File: src/hdl/cpu_core_pkg.sv
// constants, opcode map and state types shared by the core decode and execute logic
package cpu_core_pkg;
    typedef logic [7:0]  byte_t;
    typedef logic [15:0] word_t;

    localparam int unsigned IRAM_DEPTH = 256;

    // special register addresses in the upper direct space, bit area base, stack steps and reset values
    localparam byte_t SFR_SP  = 8'h81;
    localparam byte_t SFR_DPL = 8'h82;
    localparam byte_t SFR_DPH = 8'h83;
    localparam byte_t SFR_PSW = 8'hD0;
    localparam byte_t SFR_ACC = 8'hE0;
    localparam byte_t BIT_AREA_BASE = 8'h20;
    localparam byte_t SP_STEP = 8'h01;
    localparam byte_t SP_PAIR = 8'h02;
    localparam byte_t SP_RESET = 8'h07;
    localparam word_t PC_RESET = 16'h0000;

    localparam int unsigned PSW_CY    = 7;
    localparam int unsigned PSW_RS_HI = 4;
    localparam int unsigned PSW_RS_LO = 3;
    localparam int unsigned PSW_P     = 0;

    // opcodes and opcode fields
    localparam byte_t OP_LONG_JUMP_OP     = 8'h02;
    localparam byte_t OP_RR       = 8'h03;
    localparam byte_t OP_LONG_CALL_OP    = 8'h12;
    localparam byte_t OP_RRC      = 8'h13;
    localparam byte_t OP_RET      = 8'h22;
    localparam byte_t OP_RL       = 8'h23;
    localparam byte_t OP_INTERRUPT_RETURN_OP     = 8'h32;
    localparam byte_t OP_RLC      = 8'h33;
    localparam byte_t OP_JZ       = 8'h60;
    localparam byte_t OP_JNZ      = 8'h70;
    localparam byte_t OP_JMP_IDX  = 8'h73;
    localparam byte_t OP_SHORT_JUMP_OP     = 8'h80;
    localparam byte_t OP_MOVC     = 8'h93;
    localparam byte_t OP_CLR_BIT  = 8'hC2;
    localparam byte_t OP_SWAP     = 8'hC4;
    localparam byte_t OP_SETB_BIT = 8'hD2;
    localparam byte_t OP_CLR_A    = 8'hE4;
    localparam byte_t OP_CPL_A    = 8'hF4;
    localparam logic [4:0] OP_ABSOLUTE_JUMP_OP_LO  = 5'h01;
    localparam logic [4:0] OP_ABSOLUTE_CALL_OP_LO = 5'h11;
    localparam logic [3:0] OP_ORL_HI  = 4'h4;
    localparam logic [3:0] OP_ANL_HI  = 4'h5;
    localparam logic [3:0] OP_XRL_HI  = 4'h6;
    localparam logic [3:0] OP_COMPARE_JUMP_NE_OP_HI = 4'hB;
    localparam logic [3:0] OP_DECREMENT_JUMP_NZ_OP_HI = 4'hD;
    localparam logic [3:0] LN_IMM = 4'h4;
    localparam logic [3:0] LN_DIR = 4'h5;
    localparam logic [2:0] LN_TO_DIR = 3'h1;
    localparam logic [2:0] LN_IND    = 3'h3;

    // byte lengths and cycle counts
    localparam logic [1:0] LEN_ONE   = 2'h1;
    localparam logic [1:0] LEN_TWO   = 2'h2;
    localparam logic [1:0] LEN_THREE = 2'h3;
    localparam logic [2:0] CYC_ZERO  = 3'h0;
    localparam logic [2:0] CYC_ONE   = 3'h1;
    localparam logic [2:0] CYC_TWO   = 3'h2;
    localparam logic [2:0] CYC_THREE = 3'h3;
    localparam logic [2:0] CYC_FOUR  = 3'h4;
    localparam logic [2:0] CYC_FIVE  = 3'h5;
    localparam logic [2:0] CYC_MOVC  = 3'h2;
    localparam logic [2:0] CYC_BIT   = 3'h3;

    typedef enum logic [4:0] {
        CL_NOP    = 5'b00000,
        CL_LOGIC  = 5'b00001,
        CL_ACC    = 5'b00010,
        CL_ABSOLUTE_JUMP_OP   = 5'b00011,
        CL_ABSOLUTE_CALL_OP  = 5'b00100,
        CL_LONG_JUMP_OP   = 5'b00101,
        CL_LONG_CALL_OP  = 5'b00110,
        CL_RET    = 5'b00111,
        CL_INTERRUPT_RETURN_OP   = 5'b01000,
        CL_SHORT_JUMP_OP   = 5'b01001,
        CL_JMPIDX = 5'b01010,
        CL_JZ     = 5'b01011,
        CL_JNZ    = 5'b01100,
        CL_COMPARE_JUMP_NE_OP   = 5'b01101,
        CL_DECREMENT_JUMP_NZ_OP   = 5'b01110,
        CL_MOVC   = 5'b01111,
        CL_BIT    = 5'b10000
    } op_class_t;

    typedef enum logic [3:0] {
        LF_AND  = 4'b0000,
        LF_OR   = 4'b0001,
        LF_XOR  = 4'b0010,
        LF_CLR  = 4'b0011,
        LF_CPL  = 4'b0100,
        LF_RL   = 4'b0101,
        LF_RLC  = 4'b0110,
        LF_RR   = 4'b0111,
        LF_RRC  = 4'b1000,
        LF_SWAP = 4'b1001
    } logic_func_t;

    typedef struct packed {
        op_class_t  cls;
        logic [1:0] len;
        logic [2:0] cyc;
    } dec_t;

    typedef struct packed {
        word_t      pc;
        logic [2:0] cyc;
        byte_t      op;
        byte_t      arg1;
        byte_t      arg2;
        byte_t      acc;
        byte_t      psw;
        byte_t      sp;
        word_t      data_pointer;
    } core_state_t;

    typedef struct packed {
        word_t pc;
        byte_t acc;
        byte_t psw;
        byte_t sp;
        word_t data_pointer;
    } cpu_view_t;

    localparam core_state_t CORE_RESET = '{pc: PC_RESET, sp: SP_RESET, default: '0};
endpackage : cpu_core_pkg

File: src/hdl/byte_logic_unit.sv
// bitwise, rotate and swap operations on one byte
`timescale 1ns/100ps
module byte_logic_unit (
    input  wire cpu_core_pkg::logic_func_t i_func,
    input  wire cpu_core_pkg::byte_t       i_a,
    input  wire cpu_core_pkg::byte_t       i_b,
    input  wire logic                      i_carry,
    output cpu_core_pkg::byte_t            o_result,
    output logic                           o_carry
);
    import cpu_core_pkg::*;

    always_comb begin
        o_result = i_a;
        o_carry  = i_carry;
        unique case (i_func)
            LF_AND:  o_result = i_a & i_b;
            LF_OR:   o_result = i_a | i_b;
            LF_XOR:  o_result = i_a ^ i_b;
            LF_CLR:  o_result = '0;
            LF_CPL:  o_result = ~i_a;
            LF_RL:   o_result = {i_a[6:0], i_a[7]};
            LF_RLC: begin
                o_result = {i_a[6:0], i_carry};
                o_carry  = i_a[7];
            end
            LF_RR:   o_result = {i_a[0], i_a[7:1]};
            LF_RRC: begin
                o_result = {i_carry, i_a[7:1]};
                o_carry  = i_a[0];
            end
            LF_SWAP: o_result = {i_a[3:0], i_a[7:4]};
            default: o_result = i_a;
        endcase
    end
endmodule : byte_logic_unit

File: src/hdl/iram_store.sv
// internal data store: register banks, bit area, scratch bytes and stack
`timescale 1ns/100ps
module iram_store (
    input  wire logic                i_clk,
    input  wire logic                i_wr_en,
    input  wire cpu_core_pkg::byte_t i_wr_addr,
    input  wire cpu_core_pkg::byte_t i_wr_data,
    input  wire cpu_core_pkg::byte_t i_rd_addr_a,
    input  wire cpu_core_pkg::byte_t i_rd_addr_b,
    output cpu_core_pkg::byte_t      o_rd_data_a,
    output cpu_core_pkg::byte_t      o_rd_data_b
);
    import cpu_core_pkg::*;

    // not reset: contents are undefined until software writes them
    byte_t mem [IRAM_DEPTH];

    always_ff @(posedge i_clk) begin
        if (i_wr_en) begin
            mem[i_wr_addr] <= i_wr_data;
        end
    end

    // reads are combinational so a pointer and its target resolve in one cycle
    assign o_rd_data_a = mem[i_rd_addr_a];
    assign o_rd_data_b = mem[i_rd_addr_b];
endmodule : iram_store

File: src/hdl/cpu_logic_branch_exec.sv
// core sequencer: fetch, operand addressing, logic ops, branches and stack
`timescale 1ns/100ps
module cpu_logic_branch_exec (
    input  wire logic                i_clk,
    input  wire logic                i_sys_rst,
    input  wire cpu_core_pkg::byte_t i_code_data,
    output cpu_core_pkg::word_t      o_code_addr,
    output cpu_core_pkg::cpu_view_t  o_status,
    output logic                     o_retire
);
    import cpu_core_pkg::*;

    core_state_t state_q;
    core_state_t state_d;
    dec_t        dec;
    logic_func_t lu_func;
    byte_t       op;
    byte_t       arg1;
    byte_t       arg2;
    byte_t       rd_a;
    byte_t       rd_b;
    byte_t       addr_a;
    byte_t       addr_b;
    byte_t       opnd;
    byte_t       lu_a;
    byte_t       lu_b;
    byte_t       lu_res;
    byte_t       st_data;
    byte_t       cmp_lhs;
    byte_t       cmp_rhs;
    byte_t       dec_val;
    byte_t       bit_val;
    byte_t       ram_waddr;
    byte_t       ram_wdata;
    word_t       pc_next;
    word_t       abs_target;
    logic        lu_carry;
    logic        last;
    logic        is_pop;
    logic        is_call;
    logic        push_lo;
    logic        dir_sfr;
    logic        st_en;
    logic        ram_we;

    function automatic dec_t decode(input byte_t code);
        dec_t d;
        d.cls = CL_NOP;
        d.len = LEN_ONE;
        d.cyc = CYC_ONE;
        if (code[7:4] inside {OP_ORL_HI, OP_ANL_HI, OP_XRL_HI} && (|code[3:1])) begin
            d.cls = CL_LOGIC;
            if (code[3:1] == LN_IND) begin
                d.cyc = CYC_TWO;
            end else if (!code[3] && code[3:0] inside {LN_IMM, LN_DIR}) begin
                d.len = LEN_TWO;
                d.cyc = CYC_TWO;
            end else if (code[3:1] == LN_TO_DIR) begin
                d.len = code[0] ? LEN_THREE : LEN_TWO;
                d.cyc = CYC_THREE;
            end
        end else if (code[4:0] == OP_ABSOLUTE_JUMP_OP_LO) begin
            d.cls = CL_ABSOLUTE_JUMP_OP;
            d.len = LEN_TWO;
            d.cyc = CYC_THREE;
        end else if (code[4:0] == OP_ABSOLUTE_CALL_OP_LO) begin
            d.cls = CL_ABSOLUTE_CALL_OP;
            d.len = LEN_TWO;
            d.cyc = CYC_FOUR;
        end else if (code == OP_LONG_JUMP_OP || code == OP_LONG_CALL_OP) begin
            d.cls = (code == OP_LONG_JUMP_OP) ? CL_LONG_JUMP_OP : CL_LONG_CALL_OP;
            d.len = LEN_THREE;
            d.cyc = CYC_FOUR;
        end else if (code == OP_RET || code == OP_INTERRUPT_RETURN_OP) begin
            d.cls = (code == OP_RET) ? CL_RET : CL_INTERRUPT_RETURN_OP;
            d.cyc = CYC_FOUR;
        end else if (code inside {OP_CLR_A, OP_CPL_A, OP_RL, OP_RLC, OP_RR, OP_RRC, OP_SWAP})
        begin
            d.cls = CL_ACC;
        end else if (code == OP_SHORT_JUMP_OP) begin
            d.cls = CL_SHORT_JUMP_OP;
            d.len = LEN_TWO;
            d.cyc = CYC_THREE;
        end else if (code == OP_JMP_IDX) begin
            d.cls = CL_JMPIDX;
            d.cyc = CYC_FIVE;
        end else if (code == OP_JZ || code == OP_JNZ) begin
            d.cls = (code == OP_JZ) ? CL_JZ : CL_JNZ;
            d.len = LEN_TWO;
            d.cyc = CYC_FOUR;
        end else if (code[7:4] == OP_COMPARE_JUMP_NE_OP_HI && code[3:0] >= LN_IMM) begin
            d.cls = CL_COMPARE_JUMP_NE_OP;
            d.len = LEN_THREE;
            d.cyc = (code[3:0] == LN_DIR || code[3:1] == LN_IND) ? CYC_FIVE : CYC_FOUR;
        end else if (code[7:4] == OP_DECREMENT_JUMP_NZ_OP_HI && (code[3] || code[3:0] == LN_DIR)) begin
            d.cls = CL_DECREMENT_JUMP_NZ_OP;
            d.len = code[3] ? LEN_TWO : LEN_THREE;
            d.cyc = code[3] ? CYC_FOUR : CYC_FIVE;
        end else if (code == OP_MOVC) begin
            d.cls = CL_MOVC;
            d.cyc = CYC_MOVC;
        end else if (code == OP_CLR_BIT || code == OP_SETB_BIT) begin
            d.cls = CL_BIT;
            d.len = LEN_TWO;
            d.cyc = CYC_BIT;
        end
        return d;
    endfunction : decode

    function automatic byte_t reg_addr(input byte_t psw, input logic [2:0] idx);
        return {3'h0, psw[PSW_RS_HI:PSW_RS_LO], idx};
    endfunction : reg_addr

    // bit number to its holding byte
    function automatic byte_t bit_byte(input byte_t bnum);
        return bnum[7] ? {bnum[7:3], 3'h0} : BIT_AREA_BASE + {4'h0, bnum[6:3]};
    endfunction : bit_byte

    function automatic word_t rel_target(input word_t base, input byte_t off);
        return base + {{8{off[7]}}, off};
    endfunction : rel_target

    function automatic word_t idx_addr(input core_state_t st);
        return st.data_pointer + {8'h00, st.acc};
    endfunction : idx_addr

    // parity flag is derived from acc; a psw store writes bit 0 but that bit is never read
    function automatic byte_t psw_view(input core_state_t st);
        byte_t v;
        v = st.psw;
        v[PSW_P] = ^st.acc;
        return v;
    endfunction : psw_view

    // unmapped special registers read as zero and ignore writes
    function automatic byte_t sfr_read(input core_state_t st, input byte_t a);
        byte_t v;
        v = '0;
        case (a)
            SFR_ACC: v = st.acc;
            SFR_PSW: v = psw_view(st);
            SFR_SP:  v = st.sp;
            SFR_DPL: v = st.data_pointer[7:0];
            SFR_DPH: v = st.data_pointer[15:8];
            default: v = '0;
        endcase
        return v;
    endfunction : sfr_read

    // operand bytes: the byte on the code port is used in the cycle it arrives
    assign op   = (state_q.cyc == CYC_ZERO) ? i_code_data : state_q.op;
    assign arg1 = (state_q.cyc == CYC_ONE) ? i_code_data : state_q.arg1;
    assign arg2 = (state_q.cyc == CYC_TWO) ? i_code_data : state_q.arg2;
    assign dec  = decode(op);
    assign last = (state_q.cyc + CYC_ONE) == dec.cyc;
    assign pc_next    = state_q.pc + {14'h0000, dec.len};
    assign abs_target = {pc_next[15:11], op[7:5], arg1};
    assign is_pop  = (dec.cls == CL_RET) || (dec.cls == CL_INTERRUPT_RETURN_OP);
    assign is_call = (dec.cls == CL_ABSOLUTE_CALL_OP) || (dec.cls == CL_LONG_CALL_OP);
    assign push_lo = is_call && ((state_q.cyc + CYC_TWO) == dec.cyc);

    // decided from registered state only, so the code port has no loop through decode
    // program memory read at the indexed address
    assign o_code_addr = (state_q.cyc == CYC_ONE && state_q.op == OP_MOVC)
                       ? idx_addr(state_q) : state_q.pc + {13'h0000, state_q.cyc};

    // pointer from working register 0 or 1, or sp minus one on a return
    assign addr_b = is_pop ? state_q.sp - SP_STEP : reg_addr(state_q.psw, {2'h0, op[0]});

    always_comb begin
        if (is_pop) begin
            addr_a = state_q.sp;
        end else if (dec.cls == CL_BIT) begin
            addr_a = bit_byte(arg1);
        end else if (op[3]) begin
            addr_a = reg_addr(state_q.psw, op[2:0]);
        end else if (op[3:1] == LN_IND) begin
            addr_a = rd_b;
        end else begin
            addr_a = arg1;
        end
    end

    // upper direct space reaches special registers
    assign dir_sfr = !is_pop && !op[3] && (op[3:1] != LN_IND) && addr_a[7];
    assign opnd    = dir_sfr ? sfr_read(state_q, addr_a) : rd_a;

    always_comb begin
        lu_func = LF_AND;
        lu_a    = state_q.acc;
        lu_b    = opnd;
        if (dec.cls == CL_LOGIC) begin
            unique case (op[7:4])
                OP_ORL_HI: lu_func = LF_OR;
                OP_XRL_HI: lu_func = LF_XOR;
                default:   lu_func = LF_AND;
            endcase
            if (op[3:1] == LN_TO_DIR) begin
                lu_a = opnd;
                lu_b = op[0] ? arg2 : state_q.acc;
            end else if (op[3:0] == LN_IMM) begin
                lu_b = arg1;
            end
        end else if (dec.cls == CL_ACC) begin
            unique case (op)
                OP_CLR_A: lu_func = LF_CLR;
                OP_CPL_A: lu_func = LF_CPL;
                OP_RL:    lu_func = LF_RL;
                OP_RLC:   lu_func = LF_RLC;
                OP_RR:    lu_func = LF_RR;
                OP_RRC:   lu_func = LF_RRC;
                default:  lu_func = LF_SWAP;
            endcase
        end
    end

    byte_logic_unit u_logic (
        .i_func   (lu_func),
        .i_a      (lu_a),
        .i_b      (lu_b),
        .i_carry  (state_q.psw[PSW_CY]),
        .o_result (lu_res),
        .o_carry  (lu_carry)
    );

    assign cmp_lhs = (op[3:0] == LN_IMM || op[3:0] == LN_DIR) ? state_q.acc : opnd;
    assign cmp_rhs = (op[3:0] == LN_DIR) ? opnd : arg1;
    assign dec_val = opnd - SP_STEP;
    always_comb begin
        bit_val = opnd;
        bit_val[arg1[2:0]] = (op == OP_SETB_BIT);
    end

    always_comb begin
        state_d   = state_q;
        st_en     = 1'b0;
        st_data   = '0;
        ram_we    = 1'b0;
        ram_waddr = '0;
        ram_wdata = '0;
        state_d.cyc = last ? CYC_ZERO : state_q.cyc + CYC_ONE;
        unique case (state_q.cyc)
            CYC_ZERO: state_d.op = i_code_data;
            CYC_ONE:  state_d.arg1 = i_code_data;
            CYC_TWO:  state_d.arg2 = i_code_data;
            default:  state_d.op = state_q.op;
        endcase
        if (push_lo) begin
            ram_we    = 1'b1;
            ram_waddr = state_q.sp + SP_STEP;
            ram_wdata = pc_next[7:0];
        end
        if (last) begin
            state_d.pc = pc_next;
            unique case (dec.cls)
                CL_NOP: state_d.pc = pc_next;
                CL_LOGIC: begin
                    if (op[3:1] == LN_TO_DIR) begin
                        st_en   = 1'b1;
                        st_data = lu_res;
                    end else begin
                        state_d.acc = lu_res;
                    end
                end
                CL_ACC: begin
                    state_d.acc = lu_res;
                    state_d.psw[PSW_CY] = lu_carry;
                end
                CL_ABSOLUTE_JUMP_OP: state_d.pc = abs_target;
                CL_LONG_JUMP_OP: state_d.pc = {arg1, arg2};
                CL_ABSOLUTE_CALL_OP, CL_LONG_CALL_OP: begin
                    ram_we     = 1'b1;
                    ram_waddr  = state_q.sp + SP_PAIR;
                    ram_wdata  = pc_next[15:8];
                    state_d.sp = state_q.sp + SP_PAIR;
                    state_d.pc = (dec.cls == CL_ABSOLUTE_CALL_OP) ? abs_target : {arg1, arg2};
                end
                CL_RET, CL_INTERRUPT_RETURN_OP: begin
                    state_d.pc = {rd_a, rd_b};
                    state_d.sp = state_q.sp - SP_PAIR;
                end
                CL_SHORT_JUMP_OP: state_d.pc = rel_target(pc_next, arg1);
                CL_JMPIDX: state_d.pc = idx_addr(state_q);
                CL_JZ: begin
                    if (state_q.acc == '0) begin
                        state_d.pc = rel_target(pc_next, arg1);
                    end
                end
                CL_JNZ: begin
                    if (state_q.acc != '0) begin
                        state_d.pc = rel_target(pc_next, arg1);
                    end
                end
                CL_COMPARE_JUMP_NE_OP: begin
                    state_d.psw[PSW_CY] = cmp_lhs < cmp_rhs;
                    if (cmp_lhs != cmp_rhs) begin
                        state_d.pc = rel_target(pc_next, arg2);
                    end
                end
                CL_DECREMENT_JUMP_NZ_OP: begin
                    st_en   = 1'b1;
                    st_data = dec_val;
                    if (dec_val != '0) begin
                        state_d.pc = rel_target(pc_next, op[3] ? arg1 : arg2);
                    end
                end
                CL_MOVC: state_d.acc = i_code_data;
                CL_BIT: begin
                    st_en   = 1'b1;
                    st_data = bit_val;
                end
            endcase
        end
        // store back to the operand location
        if (st_en) begin
            if (dir_sfr) begin
                case (addr_a)
                    SFR_ACC: state_d.acc = st_data;
                    SFR_PSW: state_d.psw = st_data;
                    SFR_SP:  state_d.sp = st_data;
                    SFR_DPL: state_d.data_pointer[7:0] = st_data;
                    SFR_DPH: state_d.data_pointer[15:8] = st_data;
                    default: state_d.acc = state_d.acc;
                endcase
            end else begin
                ram_we    = 1'b1;
                ram_waddr = addr_a;
                ram_wdata = st_data;
            end
        end
    end

    // banks and bit area live in the low ram bytes
    iram_store u_iram (
        .i_clk       (i_clk),
        .i_wr_en     (ram_we),
        .i_wr_addr   (ram_waddr),
        .i_wr_data   (ram_wdata),
        .i_rd_addr_a (addr_a),
        .i_rd_addr_b (addr_b),
        .o_rd_data_a (rd_a),
        .o_rd_data_b (rd_b)
    );

    always_ff @(posedge i_clk) begin
        if (i_sys_rst) begin
            state_q <= CORE_RESET;
        end else begin
            state_q <= state_d;
        end
    end

    assign o_retire = last;
    assign o_status = '{pc: state_q.pc, acc: state_q.acc, psw: psw_view(state_q),
                        sp: state_q.sp, data_pointer: state_q.data_pointer};
endmodule : cpu_logic_branch_exec

File: config.mk
export PLATFORM = sky130hd
export DESIGN_NAME = cpu_logic_branch_exec
export DESIGN_NICKNAME = d
export VERILOG_FILES = /design/src/hdl/cpu_core_pkg.sv /design/src/hdl/byte_logic_unit.sv /design/src/hdl/iram_store.sv /design/src/hdl/cpu_logic_branch_exec.sv
export SDC_FILE = /design/constraint.sdc
export NUM_CORES = 2
export LEC_CHECK = 0
export BUFFER_PORTS_ARGS = -buffer_cell sky130_fd_sc_hd__clkbuf_2
export CAP_MARGIN = 20
export CORE_AREA = 2 2 516 518
export DETAILED_ROUTE_END_ITERATION = 10
export DIE_AREA = 0 0 518 520
export GPL_TIMING_DRIVEN = 0
export MAX_ROUTING_LAYER = met4
export PLACE_DENSITY_LB_ADDON = 0.05
export REMOVE_ABC_BUFFERS = 1
export SLEW_MARGIN = 20
export SYNTH_ARGS = -nofsm -noshare
export SYNTH_HDL_FRONTEND = slang
export SYNTH_SLANG_ARGS = --single-unit
File: constraint.sdc
create_clock -name i_clk -period 19.85 [get_ports i_clk]
set_clock_uncertainty 0.15 [all_clocks]
set_input_delay 0 -clock i_clk [delete_from_list [all_inputs] [get_ports i_clk]]
set_output_delay 0 -clock i_clk [all_outputs]
set_load 0.02 [all_outputs]
[Word level (Yosys, flattened, before mapping)]
Memory sizes are Yosys's and may differ from the RTL's.
Cells that the tools add are included.
Storage, ports and cells
  register bits after elaboration: 83
  memory bits (writable): 2048
  input bits: 10
  output and inout port bits: 73
  word-level logic and storage cells: 253
  memories: 1
Operators by class
  $add $sub $neg: 14
  $lt $le $gt $ge: 4
  equality and inequality tests: 66
  muxes and demuxes: 115
  bitwise logic cells: 4
  reduce and logical (&&, ||, !) cells: 38
Memories
  u_iram.mem: words 256, width 8, rd ports 2, clocked after memory_dff 0, write ports 1, RTL line iram_store.sv:16  | byte_t mem [IRAM_DEPTH];
Operators by type and width (number)
  $mux 8: 38
  $mux 10: 21
  $pmux 16 s10: 1
  $eq 8x8->1 const B: 13
  $mux 16: 6
  $mux 40: 2
  $pmux 8 s10: 1
  $add 16x16->16: 3
  $pmux 8 s3: 2
  $eq 5x4->1 const B: 8
  $pmux 8 s5: 1
  $eq 4x3->1 const B: 9
  $mux 5: 7
  $eq 8x6->1 const B: 4
  $eq 8x7->1 const B: 3
  $pmux 4 s6: 1
  $eq 5x3->1 const B: 4
  $add 16x2->16: 1
  $add 16x3->16: 1
  $add 16x8->16: 1
  $eq 4x4->1 const B: 4
  $eq 8x2->1 const B: 2
  $eq 8x5->1 const B: 2
  $pmux 8 s2: 1
  other kinds (48): 105

[Logic depth before layout (Yosys ltp)]
An unclocked memory read counts as a cell.
  depth after elaboration: 51
  mapped depth: 44
  gate-level depth less buffers: 37

[Cells and area by module]
From an unflattened synthesis, not the netlist that was laid out.
Unflattened totals
  cell total of the unflattened synthesis: 6694
  area, all modules: 109824.1 sq um
Modules (own cells, without submodules)
  iram_store: instances 1, cells each 4831, area an instance 96652.7 sq um, sequential area each 61499.0 sq um
  cpu_logic_branch_exec: instances 1, cells each 1708, area an instance 12110.4 sq um, sequential area each 1641.6 sq um
  byte_logic_unit: instances 1, cells each 155, area an instance 1061.0 sq um, sequential area each 0.0 sq um

[Worst setup path after synthesis]
OpenSTA, ideal clock, no wires.
  path kind: flip-flop to flip-flop
  start: register state_q (netlist bit o_status[17])
  end: memory u_iram.mem[0][3] in the netlist's numbering, data pin
  setup time: 2187 ps
  arrival: 16229 ps
  required time: 17513 ps
  setup slack: 1284 ps
  cell stages (with the launch flop): 33
  path buffers: 9
  clock period less this slack: 18566 ps
  cell sequence: dfxtp_1 clkbuf_1 inv_1 ha_1 buf_2 buf_2 buf_1 clkbuf_1 clkbuf_1 mux4_2 nand2_1 nand3_1 a2bb2oi_1 o21a_1 buf_4 buf_6 buf_2 o21ai_0 a22o_1 o311a_1 a211o_1 o211ai_1 o22ai_2 mux2i_1 inv_1 ha_1 nand2_1 o221ai_1 a221o_1 a21oi_1 nor2_1 nor2_1 o21ai_0
Between the ends
  cells in the longest elaborated chain, start to end: 20
  elaborated cells between the ends (all ways): 32
  classes of those cells: add/sub: 2; eq/ne: 5; mux: 19; bitwise: 4; reduce/logical: 1; memory: 1
Ends and longest elaborated chain
  from (decl): RTL line cpu_logic_branch_exec.sv:13  | core_state_t state_q;
  from (signal assigned): RTL line cpu_logic_branch_exec.sv:349  | state_q <= state_d;
  parallel branches: the longest is 18 deep, another holds $sub 8x1->8
  $mux 8 *: RTL line cpu_logic_branch_exec.sv:316  | if (dir_sfr) begin
  $mux 8 *: RTL line cpu_logic_branch_exec.sv:315  | if (st_en) begin
  net ram_wdata[3]: RTL line cpu_logic_branch_exec.sv:34  | byte_t ram_wdata;
  to (decl): RTL line iram_store.sv:16
Mark *: on every way through the listed nets, which the timed path passes.

[Worst setup path after layout]
  start: register state_q[65] in the netlist's numbering
  end: memory u_iram.mem[152][0] in the netlist's numbering, data pin
Between the ends
  cells in the longest elaborated chain, start to end: 50
  elaborated cells between the ends (all ways): 175
  classes of those cells: add/sub: 5; order compare: 3; eq/ne: 56; mux: 79; bitwise: 4; reduce/logical: 27; memory: 1
Ends and longest elaborated chain (RTL line)
  parallel branches: the longest is 49 deep, another holds $mux 10
  $mux 8 *: cpu_logic_branch_exec.sv:315
  net ram_wdata[0]: cpu_logic_branch_exec.sv:34
Mark *: on every way through the listed nets, which the timed path passes. The select of a mux whose other input is x is not followed.

==> summary.txt <==
Synthesis
  – Distinct cells, synth: 115
  – Xor and xnor area share after synthesis: 0.00859
  – Multiplexer area fraction after synthesis: 0.126
  – Synthesized-area fraction occupied by adder cells: 0.0112
  – Yosys warns: 0
  – Ys flop type: edfxtp_1
  – Sequential share of the synthesized area: 0.534
  – Compound-cell area share of the yosys netlist: 0.113
  – Syn_area_per_cell: 11.0 sq um
  – Asr flop ratio synth: 0
  – Cell area after synthesis: 0.118 sq mm
  – Yosys top cell area share: 0.521
  – Cell taking the most area after synthesis: edfxtp_1
  – Flip-flop and latch count after synthesis: 2,130
  – Synth Instances: 10,753
  – Main combinational cell family by area after synthesis: simple AND/OR/NAND/NOR gates
  – Simple-gate share of the synthesized area: 0.164
  – Post-synth EDFFs: 2,048
  – Synth area leaders: edfxtp_1 52%, nand2_1 7.4%, mux4_2 6.8%

Global route
  – GR Overflow Total: 0
  – Largest net degree at the start of global routing: 129
  – Grt met1 use: 0.529
  – Global Route met2 Usage: 0.594
  – M3 GR Usage: 0.138
  – Vias in the first global route: between 90,000 and 100k
  – Global-route wire length before repair: 784,000 microns
  – Top Usage Layer GRT: met2
  – Initial antenna violation count: between 40 and 50
  – GRT Total Usage: 0.428

Power and ir drop
  – PD cells: 151 mW/mm^2
  – Leakage power: 49.9 nW
  – IR drop worst, VDD: ~0.00014 V

CTS
  – Clock root cell: clkbuf_16
  – Clock Tree Buf Depth: 4
  – Post-CTS Resized: 0
  – Num CTS Buffers: 243
  – Clk sinks: approximately 2,100
  – Setup bufs post-CTS: 0
  – H-tree depth: 4
  – Reg clk slew, reported paths: 0.06 ns
  – Clk_lat worst skew: 0.96 ns
  – CTS Hold Bufs: 12
  – TritonCTS clock tree: built

STA
  – RSZ-0062 raised after global routing: no
  – Setup violators final: 0
  – WHS: roughly 0.079 ns
  – Max-slew violation count: 0
  – Post-route minimum period: 17.41 ns
  – Final-report hold violation count: 0
  – Slew HR: 0.0586
  – Worst Max-Slew Pin Slew: 1.40 ns
  – Total negative slack: 0 ns
  – Peak Freq: 57.4 MHz
  – Period utilization: 0.877

Setup path
  – Buf+Inv Stages, Crit Path: 21
  – R2R Setup Slk: 2.44 ns
  – Required @ worst endpoint: between 20 and 25 ns
  – Most used cell, CP: buf_16
  – Crit start category: register
  – CP Capture Type: register
  – Critical path class: register to register
  – CP arrival: around 18 ns
  – Worst Path Max Fanout: 96
  – CP max stage delay: 0.93 ns
  – Crit-path slowest cell: and2_1
  – Delay-heaviest family, CP: compound AO/OA/AOI/OAI gates

Outcome
  – Failing checks: DRC
  – Status: finished with violations

Route
  – DRC: 2
  – Via density: 7.08
  – ANT nets after route: 0
  – TritonRoute pass-1 iters: 11
  – Overall routed net length: 576,000 microns
  – DR iter-0 viols: 18,132
  – DR WL/cell: 39.7 microns
  – Via count: 102,750

Job
  – Max-Cap Viols: 0

Floorplanning
  – Die extent in x: 518 microns
  – Initial Util: 0.448
  – Num rows: 189
  – I/O pin total: 83
  – Die Span Y: approximately 520 microns
  – Die ar.: between 0.2 and 0.3 sq mm
  – Core box area: 0.264 sq mm

Finish
  – Register area: between 0.06 and 0.07 sq mm
  – Area of the multi-input gates: 0.0515 sq mm
  – Area growth from synthesis to layout: 18.0%
  – # fillers: 22,443
  – Nets: 10,839
  – Layout cells sized above 1: 0.164

Placed design
  – Post-DP HPWL: 402,000 microns
  – I/O Buffers: 82
  – RD Place Congestion: around 0.99

Worst hold path
  – Worst min path class: primary input to register
[sequential cells by signal, indices dropped and copies added (netlist names)]
signal,cells
u_iram.mem,2048
o_status,55
state_q,27
[cell usage after synthesis, types with 29 or more instances]
library cell  instances
a2111oi_0            29
a211o_1              29
a211oi_1            143
a21o_1               30
a21oi_1             483
a221oi_1             51
a22oi_1              70
a311oi_1             86
a31oi_1             137
and3_1              181
buf_1               110
buf_2               245
buf_4               149
buf_6                31
clkbuf_1            394
dfxtp_1              82
edfxtp_1           2048
ha_1                 96
inv_1               124
mux2_2              117
mux2i_1             539
mux4_2              359
nand2_1            2328
nand3_1             934
nand4_1             138
nor2_1              534
nor3_1              115
nor4_1               59
o2111ai_1            30
o211ai_1            167
o21ai_0             189
o21bai_1             35
o22ai_1              76
xnor2_1              79
xor2_1               35
[cell type report]
cell class              instances  share of cell area
well taps                    3533              0.0317
clock inverters               141             0.00802
multi-input cells            7564               0.369
repair buffers                658              0.0876
clock buffers                 293              0.0456
inverters                     130             0.00366
flip-flops and latches       2130               0.453
diodes                         58             0.00104
[stage by stage]
step            util  instances  setup WS (ns)  instance area [sq um]  power (mW)
6_report       0.528      14507           2.44                 139000        21.0
5_1_grt        0.528      14489           2.74                 139000        21.2
4_1_cts        0.527      14442           3.34                 139000        20.4
3_5_place_dp   0.498      13996           3.38                 132000        16.1
3_3_place_gp   0.449      13439        -130.71                 118000        16.9
2_1_floorplan      -       9824         -36.14                 114000        11.0
[layer usage]
layer,vias to the layer above,wire [microns]
met4,0,47600
li1,40827,-
met3,1998,78900
met5,-,0
met2,8430,242000
met1,51495,208000
[power by group]
part / internal [mW] / leakage (nW) / switching [mW]
Sequential: 4.96 / 23.2 / 0.0835
Clock: 2.47 / 3.68 / 1.96
Combinational: 3.67 / 23.1 / 7.87
Total: 11.1 / 49.9 / 9.91
[cell usage in the layout (no fill, tap or decap), drive strengths merged, types with 123 or more instances in the layout]
master / netlist / final
nand2: 2331 / 2331
edfxtp: 2048 / 2048
nand3: 934 / 934
buf: 535 / 564
mux2i: 542 / 542
nor2: 537 / 537
a21oi: 486 / 486
clkbuf: 394 / 375
mux4: 359 / 359
o21ai: 216 / 216
and3: 181 / 181
o211ai: 168 / 168
a211oi: 147 / 147
a31oi: 139 / 139
nand4: 138 / 138
inv: 128 / 136
mux2: 123 / 123
[worst min-delay path, delay by kind of cell]
kind	cells	cell delay, ns
buffers and inverters	2	0.79
AOI/OAI and AO/OA	2	0.33
[path summary, 6_finish.rpt]
| check | from | to | depth (start not counted) |
|---|---|---|---|
| min | i_code_data[7] | o_status[39] | 4 |
| min reg2reg | o_status[25] | o_status[25] | 2 |
| max reg2reg | state_q[65] | u_iram.mem[152][0] | 44 |
| max | state_q[65] | u_iram.mem[152][0] | 44 |
[logic make-up (layout without fill, tap and decap cells)]
family / Yosys count / in the layout
adders and majority gates: 102 / 102
DFF: 2130 / 2130
and+or+nand+nor: 4413 / 4413
muxes: 1024 / 1024
buffers and inverters: 1059 / 1222
AOI/OAI and AO/OA: 1910 / 1910
other: 0 / 58
xor gates and xnor gates: 115 / 115
No activity file was read; power rests on OpenSTA's default activity.
